**src/design/hwseq_pkg.sv**
```systemverilog
// Package with register map, field layout, modes, states and timing for the waveform sequencer.
package hwseq_pkg;

  // Register offsets on the byte-wide register port.
  localparam logic [7:0] ADDR_MODE = 8'h01;
  localparam logic [7:0] ADDR_LIB = 8'h03;
  localparam logic [7:0] ADDR_SLOT_FIRST = 8'h04;
  localparam logic [7:0] ADDR_SLOT_LAST = 8'h0b;
  localparam logic [7:0] ADDR_FIRE = 8'h0c;

  // Reset values.
  localparam logic [7:0] SLOT_RESET = 8'h00;
  localparam logic [2:0] MODE_RESET = 3'h0;
  localparam logic [2:0] LIB_RESET = 3'h1;

  // Field layout of a slot and of the select fields.
  localparam int SLOT_WAIT_BIT = 7;
  localparam int SLOT_VAL_MSB = 6;
  localparam int SEL_MSB = 2;
  localparam int FIRE_BIT = 0;
  localparam int SLOT_COUNT = 8;
  localparam int SLOT_IDX_W = 3;
  localparam logic [2:0] SLOT_IDX_LAST = 3'h7;

  // Wait unit and clock rate; the cycle count is derived from both.
  localparam int WAIT_UNIT_MS = 10;
  localparam int CLK_FREQ_KHZ = 100000;
  localparam int WAIT_TICKS = WAIT_UNIT_MS * CLK_FREQ_KHZ;
  localparam int TICK_W = 20;

  // Operating modes selected by the mode field.
  typedef enum logic [2:0] {
    HWSEQ_MODE_INT_TRIG = 3'b000,
    HWSEQ_MODE_EXT_EDGE = 3'b001,
    HWSEQ_MODE_EXT_LEVEL = 3'b010,
    HWSEQ_MODE_PWM = 3'b011,
    HWSEQ_MODE_AUDIO = 3'b100,
    HWSEQ_MODE_RTP = 3'b101,
    HWSEQ_MODE_DIAG = 3'b110,
    HWSEQ_MODE_CAL = 3'b111
  } hwseq_mode_e;

  // Sequencer states.
  typedef enum logic [2:0] {
    HWSEQ_ST_IDLE = 3'b000,
    HWSEQ_ST_FETCH = 3'b001,
    HWSEQ_ST_PLAY = 3'b010,
    HWSEQ_ST_WAIT = 3'b011,
    HWSEQ_ST_PROC = 3'b100
  } hwseq_state_e;

  // One register port request.
  typedef struct packed {
    logic wr;
    logic rd;
    logic [7:0] addr;
    logic [7:0] wdata;
  } hwseq_req_s;

endpackage : hwseq_pkg

```
**src/design/hwseq_top.sv**
```systemverilog
// Register-driven haptic waveform sequencer with fire control and trigger pin.
`timescale 1ns/1ps
module hwseq_top #(
  parameter int WAIT_TICKS = hwseq_pkg::WAIT_TICKS
) (
  // Clock, reset and clock enable.
  input wire logic core_clk_i,
  input wire logic reset_i,
  input wire logic ce_i,
  // Register port.
  input wire hwseq_pkg::hwseq_req_s req_i,
  output logic [7:0] rdata_o,
  // External trigger pin.
  input wire logic trig_i,
  // Waveform playback engine.
  output logic play_active_o,
  output logic [6:0] play_index_o,
  output logic [2:0] play_lib_o,
  input wire logic play_done_i,
  // Calibration and diagnostic engines.
  output logic cal_active_o,
  output logic diag_active_o,
  input wire logic proc_done_i,
  // Status.
  output logic busy_o
);

  // Decodes an address inside the slot window.
  function automatic logic is_slot(input logic [7:0] a);
    is_slot = (a >= hwseq_pkg::ADDR_SLOT_FIRST) && (a <= hwseq_pkg::ADDR_SLOT_LAST);
  endfunction : is_slot

  // Register state.
  logic [7:0] slot [hwseq_pkg::SLOT_COUNT];
  logic [7:0] next_slot [hwseq_pkg::SLOT_COUNT];
  logic [2:0] mode;
  logic [2:0] next_mode;
  logic [2:0] lib;
  logic [2:0] next_lib;
  logic go;
  logic next_go;
  logic trig_q;
  logic next_trig_q;
  logic [7:0] next_rdata;

  // Sequencer state.
  hwseq_pkg::hwseq_state_e state;
  hwseq_pkg::hwseq_state_e next_state;
  logic [2:0] idx;
  logic [2:0] next_idx;
  logic [6:0] wait_val;
  logic [6:0] next_wait_val;
  logic [6:0] steps;
  logic [6:0] next_steps;
  logic [hwseq_pkg::TICK_W-1:0] tick;
  logic [hwseq_pkg::TICK_W-1:0] next_tick;
  logic [6:0] index;
  logic [6:0] next_index;
  logic [2:0] lib_lat;
  logic [2:0] next_lib_lat;
  logic fin;
  logic [7:0] code;
  logic [2:0] waddr_idx;

  // Tick counter width taken locally so that the size casts below stay plain.
  localparam int TW = hwseq_pkg::TICK_W;
  localparam logic [TW-1:0] TICK_LAST = TW'(WAIT_TICKS - 1);
  localparam logic [TW-1:0] TICK_ONE = TW'(1);

  assign waddr_idx = 3'(req_i.addr - hwseq_pkg::ADDR_SLOT_FIRST);
  assign code = slot[idx];

  // Register writes, trigger pin handling and fire bit update.
  always_comb begin
    logic sw_set;
    logic sw_clr;
    logic pin_set;
    logic pin_clr;
    sw_set = 1'b0;
    sw_clr = 1'b0;
    pin_set = 1'b0;
    pin_clr = 1'b0;
    next_slot = slot;
    next_mode = mode;
    next_lib = lib;
    next_trig_q = trig_i;
    next_rdata = 8'h00;
    if (req_i.wr) begin
      if (is_slot(req_i.addr)) begin
        next_slot[waddr_idx] = req_i.wdata;
      end
      if (req_i.addr == hwseq_pkg::ADDR_MODE) begin
        next_mode = req_i.wdata[hwseq_pkg::SEL_MSB:0];
      end
      if (req_i.addr == hwseq_pkg::ADDR_LIB) begin
        next_lib = req_i.wdata[hwseq_pkg::SEL_MSB:0];
      end
      if (req_i.addr == hwseq_pkg::ADDR_FIRE) begin
        sw_set = req_i.wdata[hwseq_pkg::FIRE_BIT];
        sw_clr = !req_i.wdata[hwseq_pkg::FIRE_BIT];
      end
    end
    // The trigger pin drives the fire bit in the external modes.
    if (mode == hwseq_pkg::HWSEQ_MODE_EXT_EDGE) begin
      pin_set = trig_i && !trig_q;
    end else if (mode == hwseq_pkg::HWSEQ_MODE_EXT_LEVEL) begin
      pin_set = trig_i && !trig_q;
      pin_clr = !trig_i && trig_q;
    end
    // Any set wins over a clear or a self-clear in the same cycle.
    if (sw_set || pin_set) begin
      next_go = 1'b1;
    end else if (sw_clr || pin_clr || fin) begin
      next_go = 1'b0;
    end else begin
      next_go = go;
    end
    if (req_i.rd) begin
      if (is_slot(req_i.addr)) begin
        next_rdata = slot[3'(req_i.addr - hwseq_pkg::ADDR_SLOT_FIRST)];
      end else if (req_i.addr == hwseq_pkg::ADDR_MODE) begin
        next_rdata = {5'h00, mode};
      end else if (req_i.addr == hwseq_pkg::ADDR_LIB) begin
        next_rdata = {5'h00, lib};
      end else if (req_i.addr == hwseq_pkg::ADDR_FIRE) begin
        next_rdata = {7'h00, go};
      end
    end
  end

  // Registers the register group.
  always_ff @(posedge core_clk_i) begin
    if (reset_i) begin
      for (int i = 0; i < hwseq_pkg::SLOT_COUNT; i++) begin
        slot[i] <= hwseq_pkg::SLOT_RESET;
      end
      mode <= hwseq_pkg::MODE_RESET;
      lib <= hwseq_pkg::LIB_RESET;
      go <= 1'b0;
      trig_q <= 1'b0;
      rdata_o <= 8'h00;
    end else if (ce_i) begin
      slot <= next_slot;
      mode <= next_mode;
      lib <= next_lib;
      go <= next_go;
      trig_q <= next_trig_q;
      rdata_o <= next_rdata;
    end
  end

  // Sequencer next state: slot walk, waits and process launch.
  always_comb begin
    logic advance;
    advance = 1'b0;
    fin = 1'b0;
    next_state = state;
    next_idx = idx;
    next_wait_val = wait_val;
    next_steps = steps;
    next_tick = tick;
    next_index = index;
    next_lib_lat = lib_lat;
    case (state)
      hwseq_pkg::HWSEQ_ST_IDLE: begin
        if (go) begin
          next_lib_lat = lib;
          next_idx = '0;
          case (mode)
            hwseq_pkg::HWSEQ_MODE_INT_TRIG, hwseq_pkg::HWSEQ_MODE_EXT_EDGE,
            hwseq_pkg::HWSEQ_MODE_EXT_LEVEL: begin
              next_state = hwseq_pkg::HWSEQ_ST_FETCH;
            end
            hwseq_pkg::HWSEQ_MODE_DIAG, hwseq_pkg::HWSEQ_MODE_CAL: begin
              next_state = hwseq_pkg::HWSEQ_ST_PROC;
            end
            default: begin
              next_state = hwseq_pkg::HWSEQ_ST_IDLE;
            end
          endcase
        end
      end
      hwseq_pkg::HWSEQ_ST_FETCH: begin
        if (code == hwseq_pkg::SLOT_RESET) begin
          fin = 1'b1;
        end else if (code[hwseq_pkg::SLOT_WAIT_BIT]) begin
          next_wait_val = code[hwseq_pkg::SLOT_VAL_MSB:0];
          next_steps = '0;
          next_tick = '0;
          if (code[hwseq_pkg::SLOT_VAL_MSB:0] == 7'h00) begin
            advance = 1'b1;
          end else begin
            next_state = hwseq_pkg::HWSEQ_ST_WAIT;
          end
        end else begin
          next_index = code[hwseq_pkg::SLOT_VAL_MSB:0];
          next_state = hwseq_pkg::HWSEQ_ST_PLAY;
        end
      end
      hwseq_pkg::HWSEQ_ST_PLAY: begin
        advance = play_done_i;
      end
      hwseq_pkg::HWSEQ_ST_WAIT: begin
        // Each tick period is one wait unit; the wait ends after wait_val units.
        if (tick == TICK_LAST) begin
          next_tick = '0;
          next_steps = steps + 7'h01;
          advance = (steps + 7'h01) == wait_val;
        end else begin
          next_tick = tick + TICK_ONE;
        end
      end
      hwseq_pkg::HWSEQ_ST_PROC: begin
        fin = proc_done_i;
      end
      default: begin
        next_state = hwseq_pkg::HWSEQ_ST_IDLE;
      end
    endcase
    if (advance) begin
      if (idx == hwseq_pkg::SLOT_IDX_LAST) begin
        fin = 1'b1;
      end else begin
        next_idx = idx + 3'h1;
        next_state = hwseq_pkg::HWSEQ_ST_FETCH;
      end
    end
    if (fin) begin
      next_state = hwseq_pkg::HWSEQ_ST_IDLE;
    end
    // A cleared fire bit cancels whatever is running.
    if (state != hwseq_pkg::HWSEQ_ST_IDLE && !go) begin
      fin = 1'b0;
      next_state = hwseq_pkg::HWSEQ_ST_IDLE;
    end
  end

  // Registers the sequencer group.
  always_ff @(posedge core_clk_i) begin
    if (reset_i) begin
      state <= hwseq_pkg::HWSEQ_ST_IDLE;
      idx <= '0;
      wait_val <= '0;
      steps <= '0;
      tick <= '0;
      index <= '0;
      lib_lat <= hwseq_pkg::LIB_RESET;
    end else if (ce_i) begin
      state <= next_state;
      idx <= next_idx;
      wait_val <= next_wait_val;
      steps <= next_steps;
      tick <= next_tick;
      index <= next_index;
      lib_lat <= next_lib_lat;
    end
  end

  // Engine outputs.
  assign play_active_o = (state == hwseq_pkg::HWSEQ_ST_PLAY) && go;
  assign play_index_o = index;
  assign play_lib_o = lib_lat;
  assign cal_active_o = (state == hwseq_pkg::HWSEQ_ST_PROC) && go &&
                        (mode == hwseq_pkg::HWSEQ_MODE_CAL);
  assign diag_active_o = (state == hwseq_pkg::HWSEQ_ST_PROC) && go &&
                         (mode == hwseq_pkg::HWSEQ_MODE_DIAG);
  assign busy_o = state != hwseq_pkg::HWSEQ_ST_IDLE;

  // Checks of the sequencer behaviour.
  a_wait_no_play: assert property (@(posedge core_clk_i) disable iff (reset_i)
    state == hwseq_pkg::HWSEQ_ST_WAIT |-> !play_active_o && wait_val != 7'h00)
    else $error("play active during wait slot");
  a_wait_step_bound: assert property (@(posedge core_clk_i) disable iff (reset_i)
    state == hwseq_pkg::HWSEQ_ST_WAIT |-> steps < wait_val && tick <= TICK_LAST)
    else $error("wait ran past its length");
  a_index_from_slot: assert property (@(posedge core_clk_i) disable iff (reset_i)
    ce_i && state == hwseq_pkg::HWSEQ_ST_FETCH && go && code != hwseq_pkg::SLOT_RESET &&
    !code[hwseq_pkg::SLOT_WAIT_BIT] |=> state == hwseq_pkg::HWSEQ_ST_PLAY &&
    play_index_o == $past(code[hwseq_pkg::SLOT_VAL_MSB:0]))
    else $error("index not taken from slot");
  a_start_first: assert property (@(posedge core_clk_i) disable iff (reset_i)
    ce_i && state == hwseq_pkg::HWSEQ_ST_IDLE && go && mode == hwseq_pkg::HWSEQ_MODE_INT_TRIG
    |=> idx == 3'h0 && state == hwseq_pkg::HWSEQ_ST_FETCH)
    else $error("playback did not start at first slot");
  a_slot_advance: assert property (@(posedge core_clk_i) disable iff (reset_i)
    ce_i && play_active_o && play_done_i && idx != hwseq_pkg::SLOT_IDX_LAST |=>
    idx == $past(idx) + 3'h1)
    else $error("slot did not advance");
  a_end_clears: assert property (@(posedge core_clk_i) disable iff (reset_i)
    ce_i && state == hwseq_pkg::HWSEQ_ST_FETCH && go && code == 8'h00 && !req_i.wr
    && mode == hwseq_pkg::HWSEQ_MODE_INT_TRIG |=> !go && !busy_o)
    else $error("zero slot did not end sequence");
  a_abort_idle: assert property (@(posedge core_clk_i) disable iff (reset_i)
    ce_i && busy_o && !go |=> !busy_o)
    else $error("cleared fire bit did not abort");
  a_lib_held: assert property (@(posedge core_clk_i) disable iff (reset_i)
    busy_o && $past(busy_o) |-> $stable(lib_lat))
    else $error("library changed during playback");
  a_proc_mode: assert property (@(posedge core_clk_i) disable iff (reset_i)
    cal_active_o |-> !diag_active_o && !play_active_o && mode == hwseq_pkg::HWSEQ_MODE_CAL)
    else $error("calibration active in wrong mode");
  c_wait_slot: cover property (@(posedge core_clk_i) state == hwseq_pkg::HWSEQ_ST_WAIT);
  c_full_walk: cover property (@(posedge core_clk_i) play_active_o && play_done_i &&
    idx == hwseq_pkg::SLOT_IDX_LAST);
  c_abort: cover property (@(posedge core_clk_i) busy_o && !go);
  c_cal_run: cover property (@(posedge core_clk_i) cal_active_o && proc_done_i);

endmodule : hwseq_top

```
**config.mk**
```make
export PLATFORM = sky130hd
export DESIGN_NAME = hwseq_top
export DESIGN_NICKNAME = d
export VERILOG_FILES = /design/src/design/hwseq_pkg.sv /design/src/design/hwseq_top.sv
export SDC_FILE = /design/constraint.sdc
export NUM_CORES = 1
export LEC_CHECK = 0
export BUFFER_PORTS_ARGS = -buffer_cell sky130_fd_sc_hd__buf_2
export CAP_MARGIN = 20
export CORE_MARGIN = 2
export CORE_UTILIZATION = 60
export CTS_CLUSTER_SIZE = 14
export DETAILED_ROUTE_END_ITERATION = 12
export PLACE_DENSITY = 0.79
export SYNTH_ARGS = -nofsm -noshare
export SYNTH_HDL_FRONTEND = slang
export SYNTH_SLANG_ARGS = --single-unit
```
**constraint.sdc**
```tcl
create_clock -name core_clk_i -period 4.16 [get_ports core_clk_i]
set_input_delay 0.624 -clock core_clk_i [delete_from_list [all_inputs] [get_ports core_clk_i]]
set_output_delay 0.624 -clock core_clk_i [all_outputs]
set_load 0.02 [all_outputs]
```
---- Word level (Yosys, flattened, before mapping) ----
Index checks and enable logic that the tools add are counted.
W data, S select, Z words.
storage, ports and cells
  flip-flop bits (word level) ............. 130
  bits of input ports ..................... 24
  output and inout bits ................... 22
  logic and storage cells ................. 141
operators by class
  $add $sub $neg .......................... 4
  order comparisons ....................... 5
  equality and inequality tests ........... 17
  muxes and demuxes ....................... 56
  bitwise logic cells ..................... 4
  reduce and logical (&&, ||, !) cells .... 35
operators with widths
  kind                     number
  $bwmux W64               1
  $mux W20                 3
  $mux W8                  7
  $bmux W8 S3              2
  $mux W3                  14
  $pmux W20 S2             1
  $demux W8 S3             1
  $mux W7                  3
  $add A20 B1 Y20 const B  1
  $eq A20 B20 Y1 const B   1
  $mux W1                  19
  $pmux W7 S2              1
  $eq A3 B3 Y1 const B     4
  $reduce_and A3 Y1        4
  $reduce_and A4 Y1        3
  $eq A3 B2 Y1 const B     3
  $logic_and A1 B1 Y1      9
  $pmux W3 S3              1
  $eq A8 B1 Y1 const B     1
  $eq A8 B2 Y1 const B     1
  $eq A8 B4 Y1 const B     1
  $ge A4 B4 Y1 const B     2
  $ge A8 B3 Y1 const B     1
  $le A8 B4 Y1 const B     1
  other kinds (23)         36

---- Logic depth before layout (Yosys ltp) ----
Gate-level depths: netlist of run 1.
  depth after elaboration ................. 14
  gate-level depth with buffers ........... 11
  mapped depth without buffers ............ 9

---- Worst setup path after synthesis of run 1 ----
OpenSTA, ideal clock, no wires.
  kind .................................... input -> register
  from .................................... input req_i[15] (netlist bit)
  to ...................................... register slot[10] (netlist bit)
  library setup time ...................... 0.128 ns
  arrival time ............................ 2.342 ns
  required time ........................... 4.032 ns
  slack ................................... 1.690 ns
  cell stages on the path ................. 7
  buffers on the path ..................... 1
  path through ............................ or4_1 -> nor2_2 -> nand3_1 -> or3_1 -> buf_2 -> mux2i_1 -> nor2_1
between the ends
  cells in the longest elaborated chain, start to end .. 3
  elaborated cells on any way between the ends .. 4
  classes of those cells .................. 2 x order compare; 2 x reduce/logical
ends and longest elaborated chain
  element                                       line              text
  start: declaration                            hwseq_top.sv:11   input wire hwseq_pkg::hwseq_req_s req_i,
  $ge A8 B3 Y1 or $le A8 B4 Y1 (tied branches)  hwseq_top.sv:30   is_slot = (a >= hwseq_pkg::ADDR_SLOT_FIRST) && (a <= hwseq_pkg::ADDR_SLOT_LAST);
  $logic_and A1 B1 Y1 *                         hwseq_top.sv:30
  $reduce_and A3 Y1 (no source line) *          -
  end signal: indexed assignment                hwseq_top.sv:135  slot[i] <= hwseq_pkg::SLOT_RESET;
  end signal: assignment                        hwseq_top.sv:143  slot <= next_slot;
  end: declaration                              hwseq_top.sv:34   logic [7:0] slot [hwseq_pkg::SLOT_COUNT];
Every way passes the cells marked *; elsewhere a longest branch is shown, timed or not.
A chain may end at the register's enable or synchronous reset.

---- Worst setup path in the final report of run 1 ----
  from .................................... register idx[1]
  to ...................................... register tick[7] (netlist bit)
between the ends
  cells in the longest elaborated chain, start to end .. 7
  elaborated cells on any way between the ends .. 8
  classes of those cells .................. 2 x eq/ne; 3 x mux; 1 x bitwise; 2 x reduce/logical
ends and longest elaborated chain
  element                                        line              text
  start: declaration                             hwseq_top.sv:49   logic [2:0] idx;
  start signal: assignment                       hwseq_top.sv:250  idx <= next_idx;
  $not A3 Y4 (implied by the code) *             hwseq_top.sv:71   assign code = slot[idx];
  $bmux W8 S3 *                                  hwseq_top.sv:71
  $mux W8 (implied by the code) * (2 in series)  hwseq_top.sv:71
  $logic_not A8 Y1                               hwseq_top.sv:184  if (code == hwseq_pkg::SLOT_RESET) begin
  $ne A2 B2 Y1 (no source line)                  -
  $reduce_and A4 Y1 (no source line) *           -
  end signal: assignment                         hwseq_top.sv:253  tick <= next_tick;
  end: declaration                               hwseq_top.sv:55   logic [hwseq_pkg::TICK_W-1:0] tick;
Every way passes the cells marked *; elsewhere a longest branch is shown, timed or not. The select of a mux whose other input is x is not followed.

==> results.ini, run 1 <==
[clocking]
cts_tree=done
cts_buffer_depth=2
cts_resized=0
clock_latency_ns=0.43
cts_made_buffers=17
cts_hold_buf=0
cts_max_level=4
clock_sinks=130
path_clk_slew_ns=0.05
post_cts_buffers=0
root_buffer=clkbuf_16

[synthesis]
synth_top_family_by_area=multiplexers
yosysWarnings=0
synth_nets=752
synth-edff-count=0
synth_area_per_cell_um2=9.41
syn_inst=724
synthDistinctLibCells=59
synth_xor_area_frac=0.0334
ys_ff_latch=130
synth_seq_area_share=0.382
synth_mux_area_frac=0.247
synthesis.area_um2=6810
ys.flop_type=dfxtp_1
synth-simple-area-share=0.214
synth_compound_area_frac=0.0770
yosys.area_share.adder=0.00735
postSynth.asyncResetShare=0

[global_routing]
grt_first_pass_wirelength_mm=27.6
grt_usage=0.282
grt_remaining_overflow=0
grt_max_degree=111
grt_pass1_vias=5435
antenna_found_initial=0

[setup_path]
cp.arrival_ns=3.46
crit_path_start_kind=flop
end_kind=flop
crit_path_max_fanout=20
critPathRequiredTime_ns=4.49
worstSetupPathType=reg2reg

[sta]
fin_setup_tns_ns=0
slew_violations=0
min_period_over_period=0.753
skew_ns=0.0103
rsz0062_at_grt=no
maxSlewHeadroom=0.403
final_hold_viol_count=0
fmax_mhz=319
min_period_ns=3.13
setup_viol=0
tightestPinTransition_ns=0.894

[detailed_routing]
via_per_inst=6.30
drc=0
wl_per_cell_um=18.9
routed_wl_mm=16.9
vias=5643
final_antenna_net_count=0
firstDrtPassIters=6
drt_iter0_drc=555

[cells_and_area]
design_area_um2=7620
multiInputGateArea_um2=3950
instances_no_fill=896
syn2layout_area_growth_pct=11.9
post-route-util=0.694
seq_area_um2=2600
insertedDiodeCount=0
fillers=807
drive_above_1_share=0.185
nets=771

[place]
placed_area_um2=7020
io_buffers=45
place_congestion=0.885
dp_hpwl_mm=11.3
dp_cells=863

[floorplan]
die_y_um=111
core_region_area_um2=11000
io_pins=46
row_count=38
start_util=0.620
dieArea_um2=12200
die-width_um=111

[outcome]
outcome=finished clean

[job]
timing.max_cap.violations=0

[pwr]
power.leakage_nw=3.02
ir_worst_vdd_mv=0.415
total_power_mw=2.80
power_density_nw_per_um2=367

[worst_hold_path]
hold_path.class=reg2reg

-- placed cells by master, fill, tap and decap left out, drive strengths merged, types with 13 or more instances in the layout --
| cell | instances |
|---|---|
| dfxtp | 130 |
| nand2 | 31 |
| nor3 | 18 |
| o21ai | 18 |
| a21oi | 35 |
| mux2i | 81 |
| nand3 | 23 |
| buf | 50 |
| mux4 | 32 |
| clkbuf | 28 |
| mux2 | 13 |
| nor2 | 147 |
| xor2 | 14 |
-- synthesized netlist by cell type, types with 2 or more instances --
master,number,area share
xor2_1,14,0.018
buf_2,15,0.011
buf_1,6,0.0033
nor3b_2,5,0.0092
o21ai_0,16,0.012
mux4_2,30,0.099
and3_1,6,0.0055
nor3b_1,5,0.0055
nor2_2,5,0.0046
nand2_1,30,0.017
or4_1,2,0.0022
nor4_1,7,0.0064
or2_1,4,0.0037
nand3b_1,2,0.0022
nand2b_1,9,0.0083
nor2b_1,11,0.010
a211oi_1,4,0.0044
o21ai_1,2,0.0015
ha_1,4,0.0073
mux2i_1,81,0.12
nor2_1,142,0.078
nand3_1,22,0.016
nor3_4,2,0.0048
mux2_2,12,0.020
a21oi_1,35,0.026
dfxtp_1,130,0.38
o2111ai_1,3,0.0039
or3_1,11,0.010
o22ai_1,4,0.0037
a31oi_1,2,0.0018
o31a_1,2,0.0026
mux4_1,2,0.0077
nor3_1,16,0.012
xnor2_1,12,0.015
clkbuf_1,27,0.015
buf_6,2,0.0033
inv_1,11,0.0061
nand4b_1,2,0.0026
nand4_1,9,0.0083
-- layer usage --
layer | wire, um | vias to the layer above | share of wire | track usage
met5 | 0 | - | 0 | 0
met4 | 435 | 0 | 0.026 | 0.115
met3 | 1280 | 48 | 0.076 | 0.0873
met2 | 7980 | 257 | 0.47 | 0.429
met1 | 7230 | 2723 | 0.43 | 0.376
li1 | - | 2615 | - | -
-- where the power goes --
part	internal [mW]	switching, mW
Sequential	1.25	0.00386
Clock	0.914	0.519
Combinational	0.0340	0.0758
Total	2.20	0.598
-- worst paths after layout --
check / from / endpoint / slack [ns] / cells past startpoint
worst max-delay path: idx[1] / tick[7] / 1.03 / 6
worst min register to register: play_lib_o[2] / play_lib_o[2] / 0.46 / 2
worst min-delay path: play_lib_o[2] / play_lib_o[2] / 0.46 / 2
worst max register to register: idx[1] / tick[7] / 1.03 / 6
-- state kept, by name (all words and copies together), names as in the netlist, 3 cells and up --
name,count
idx,3
lib,3
mode,3
play_index_o,7
play_lib_o,3
rdata_o,8
slot,64
state,3
steps,7
tick,20
wait_val,7
-- final cells by class --
class                           count  area share
Inverter                           11     0.00542
Timing Repair Buffer               50      0.0374
Sequential cell                   130       0.341
Clock inverter                      4     0.00591
Tap cell                          140      0.0230
Multi-Input combinational cell    533       0.518
Clock buffer                       28      0.0691
-- cells by family (layout without fill, tap and decap cells) --
group                      Yosys count  after routing
DFF                                130            130
xor gates and xnor gates            26             26
adders and majority gates            4              4
AOI/OAI and AO/OA                   81             81
buffers and inverters               61             93
and+or+nand+nor                    296            296
muxes                              126            126
-- per-stage QoR --
| stage | setup WS (ns) | hold WS [ns] |
|---|---|---|
| 2_1_floorplan | 1.69 | 0.455 |
| 3_5_place_dp | 1.02 | 0.456 |
| 4_1_cts | 1.02 | 0.463 |
| 3_3_place_gp | 1.14 | 0.444 |
| 5_1_grt | 0.803 | 0.487 |
| 6_report | 1.03 | 0.462 |
-- worst max-delay path, stage by stage (launching register included) --
cell and delay [ns]:
dfxtp_1 0.52, mux4_2 0.58, mux2_2 0.36, o211a_4 0.29, o21ai_1 0.41, nand2b_1 0.60
a21oi_1 0.28
(Power assumes the default switching activity.)
==> inputs of run 2 (changes only) <==
- clock period: 4.16 -> 3 ns (I/O delays scaled with it)
==> run 2 against run 1 <==
  * Via count up 1.0%
  * Cell count up 1.8%
  * Clock skew up 0.0011 ns
  * Power up 45%
  * Critical endpoint is now state[0]
  * Highest routed layer unchanged
==> results.ini, run 2 (synthesis results as in run 1) <==
[sta]
min_period_ns=2.67  ; -0.459 ns
tightestPinTransition_ns=0.707  ; -0.186 ns
setup_viol=0  ; unchanged
maxSlewHeadroom=0.528  ; +0.125
rsz0062_at_grt=no
final_hold_viol_count=0  ; unchanged
min_period_over_period=0.891  ; +0.138
slew_violations=0  ; unchanged
fmax_mhz=374  ; +17%
fin_setup_tns_ns=0  ; unchanged
skew_ns=0.0114  ; +0.00112 ns

[place]
place_congestion=0.946  ; +7.0%
io_buffers=45  ; unchanged
dp_hpwl_mm=12.1  ; +6.9%

[setup_path]
worstSetupPathType=reg2reg
crit_path_max_fanout=27  ; +35%
cp.arrival_ns=2.95  ; -0.51 ns
end_kind=flop
crit_path_start_kind=flop
critPathRequiredTime_ns=3.27  ; -1.22 ns

[clocking]
cts_hold_buf=0  ; unchanged
clock_latency_ns=0.42  ; about the same
cts_buffer_depth=2  ; unchanged
path_clk_slew_ns=0.06  ; about the same
cts_max_level=4  ; unchanged
clock_sinks=130  ; unchanged
cts_tree=done
cts_resized=0  ; unchanged
cts_made_buffers=17  ; unchanged
root_buffer=clkbuf_16
post_cts_buffers=0  ; unchanged

[cells_and_area]
largestRegisters=slot x64, tick x20, rdata_o x8
drive_above_1_share=0.206  ; +0.0208
regMostFlops=slot
syn2layout_area_growth_pct=14.3
insertedDiodeCount=0  ; unchanged
final_common_cell=nor2_1
seq_area_um2=2600  ; unchanged
multiInputGateArea_um2=3950  ; unchanged
largest_reg_flops=64  ; unchanged
fillers=775  ; -4.0%
nets=788  ; +2.2%
layout_common_cells=nor2_1 (142), dfxtp_1 (130), mux2i_1 (81), buf_2 (44), a21oi_1 (35)

[worst_hold_path]
hold_path.class=in2reg

[floorplan]
die_y_um=111  ; unchanged
io_pins=46  ; unchanged
die-width_um=111  ; unchanged
row_count=38  ; unchanged
dieArea_um2=12200  ; unchanged
core_region_area_um2=11000  ; unchanged
start_util=0.620  ; unchanged

[global_routing]
grt_use_met2=0.455  ; +0.0258
grt_remaining_overflow=0  ; unchanged
grt_util_met1=0.371  ; -0.00496
grt_pass1_vias=5681  ; +4.5%
use_met3=0.0928  ; +0.00549
grt_first_pass_wirelength_mm=28.5  ; +3.3%
grt_max_degree=63  ; -43%
grt_usage=0.290  ; +0.00754
busiest_layer=met2
antenna_found_initial=0  ; unchanged

[pwr]
power_density_nw_per_um2=520  ; +42%
p_switching_uw=854  ; +43%
seqPwrFrac=0.428  ; -0.020
power.leakage_nw=3.12  ; +3.1%
combPwrFrac=0.037  ; -0.002
switching_share=0.211  ; -0.00356
total_power_mw=4.05  ; +45%
clock_power_share=0.535  ; +0.023
ir_worst_vdd_mv=0.738  ; +78%
internal_power_mw=3.20  ; +46%

[detailed_routing]
drc=0  ; unchanged
drt_iter0_drc=607  ; +9.4%
via_per_inst=6.25  ; -0.76%
routed_wl_mm=17.2  ; +1.4%
final_antenna_net_count=0  ; unchanged
vias=5700  ; +1.0%
firstDrtPassIters=6  ; unchanged
wl_per_cell_um=18.8  ; -0.36%

[job]
timing.max_cap.violations=0  ; unchanged

[outcome]
outcome=finished clean

==> run 2: cell types whose count changed in the layout (fill, tap and decap cells not counted) <==
cell | before | now
buf_12 | 0 | 1
buf_16 | 1 | 0
buf_4 | 5 | 22
bufinv_16 | 1 | 4
clkbuf_1 | 5 | 2
clkbuf_8 | 6 | 2
clkinvlp_4 | 0 | 3
==> run 2: metal layers <==
| metal | vias to the layer above | routed length [um] |
|---|---|---|
| met4 | 0 | 448 |
| met3 | 47 | 1570 |
| li1 | 2646 | - |
| met1 | 2721 | 7120 |
| met5 | - | 0 |
| met2 | 286 | 8030 |
==> run 2: stage by stage <==
stage,std cells,area (um^2),worst slack [ns],hold slack (ns),utilization
after floorplan,724,6810,0.656,0.455,-
after global placement,881,7170,0.428,0.446,0.653
final,912,7790,0.327,0.321,0.709
after CTS,912,7790,0.340,0.302,0.709
after detailed placement,881,7170,0.345,0.451,0.653
after global routing,912,7790,0.119,0.313,0.709
==> run 2: final cells by class <==
cell class / instances / share of cell area
Timing Repair Buffer: 67 / 0.0520
Inverter: 11 / 0.00530
Multi-Input combinational cell: 533 / 0.507
Tap cell: 140 / 0.0225
Sequential cell: 130 / 0.334
Clock inverter: 10 / 0.0202
Clock buffer: 21 / 0.0591
==> run 2: worst paths after layout <==
kind                  from  cells past startpoint             to  slack (ns)
max reg2reg         idx[1]                      8       state[0]        0.33
max                 idx[1]                      8       state[0]        0.33
min reg2reg  play_lib_o[2]                      2  play_lib_o[2]        0.46
min                 trig_i                      3         trig_q        0.32
==> run 2: power by group through the flow <==
stage          Combinational, mW  Sequential, mW  Clock, mW
6_report                   0.149            1.74       2.17
3_5_place_dp               0.146            1.77          0
5_1_grt                    0.160            1.74       2.27
2_1_floorplan              0.102            1.77          0
3_3_place_gp               0.143            1.77          0
4_1_cts                    0.146            1.74       2.19
==> run 2: critical path, cell delays in order, from the launching register on <==
cell and delay [ns]:
dfxtp_1 0.35, buf_12 0.20, mux4_2 0.53, mux2_2 0.36, or4_1 0.41, o31ai_1 0.37
nor2_1 0.09, a2bb2oi_1 0.14, a211oi_1 0.06
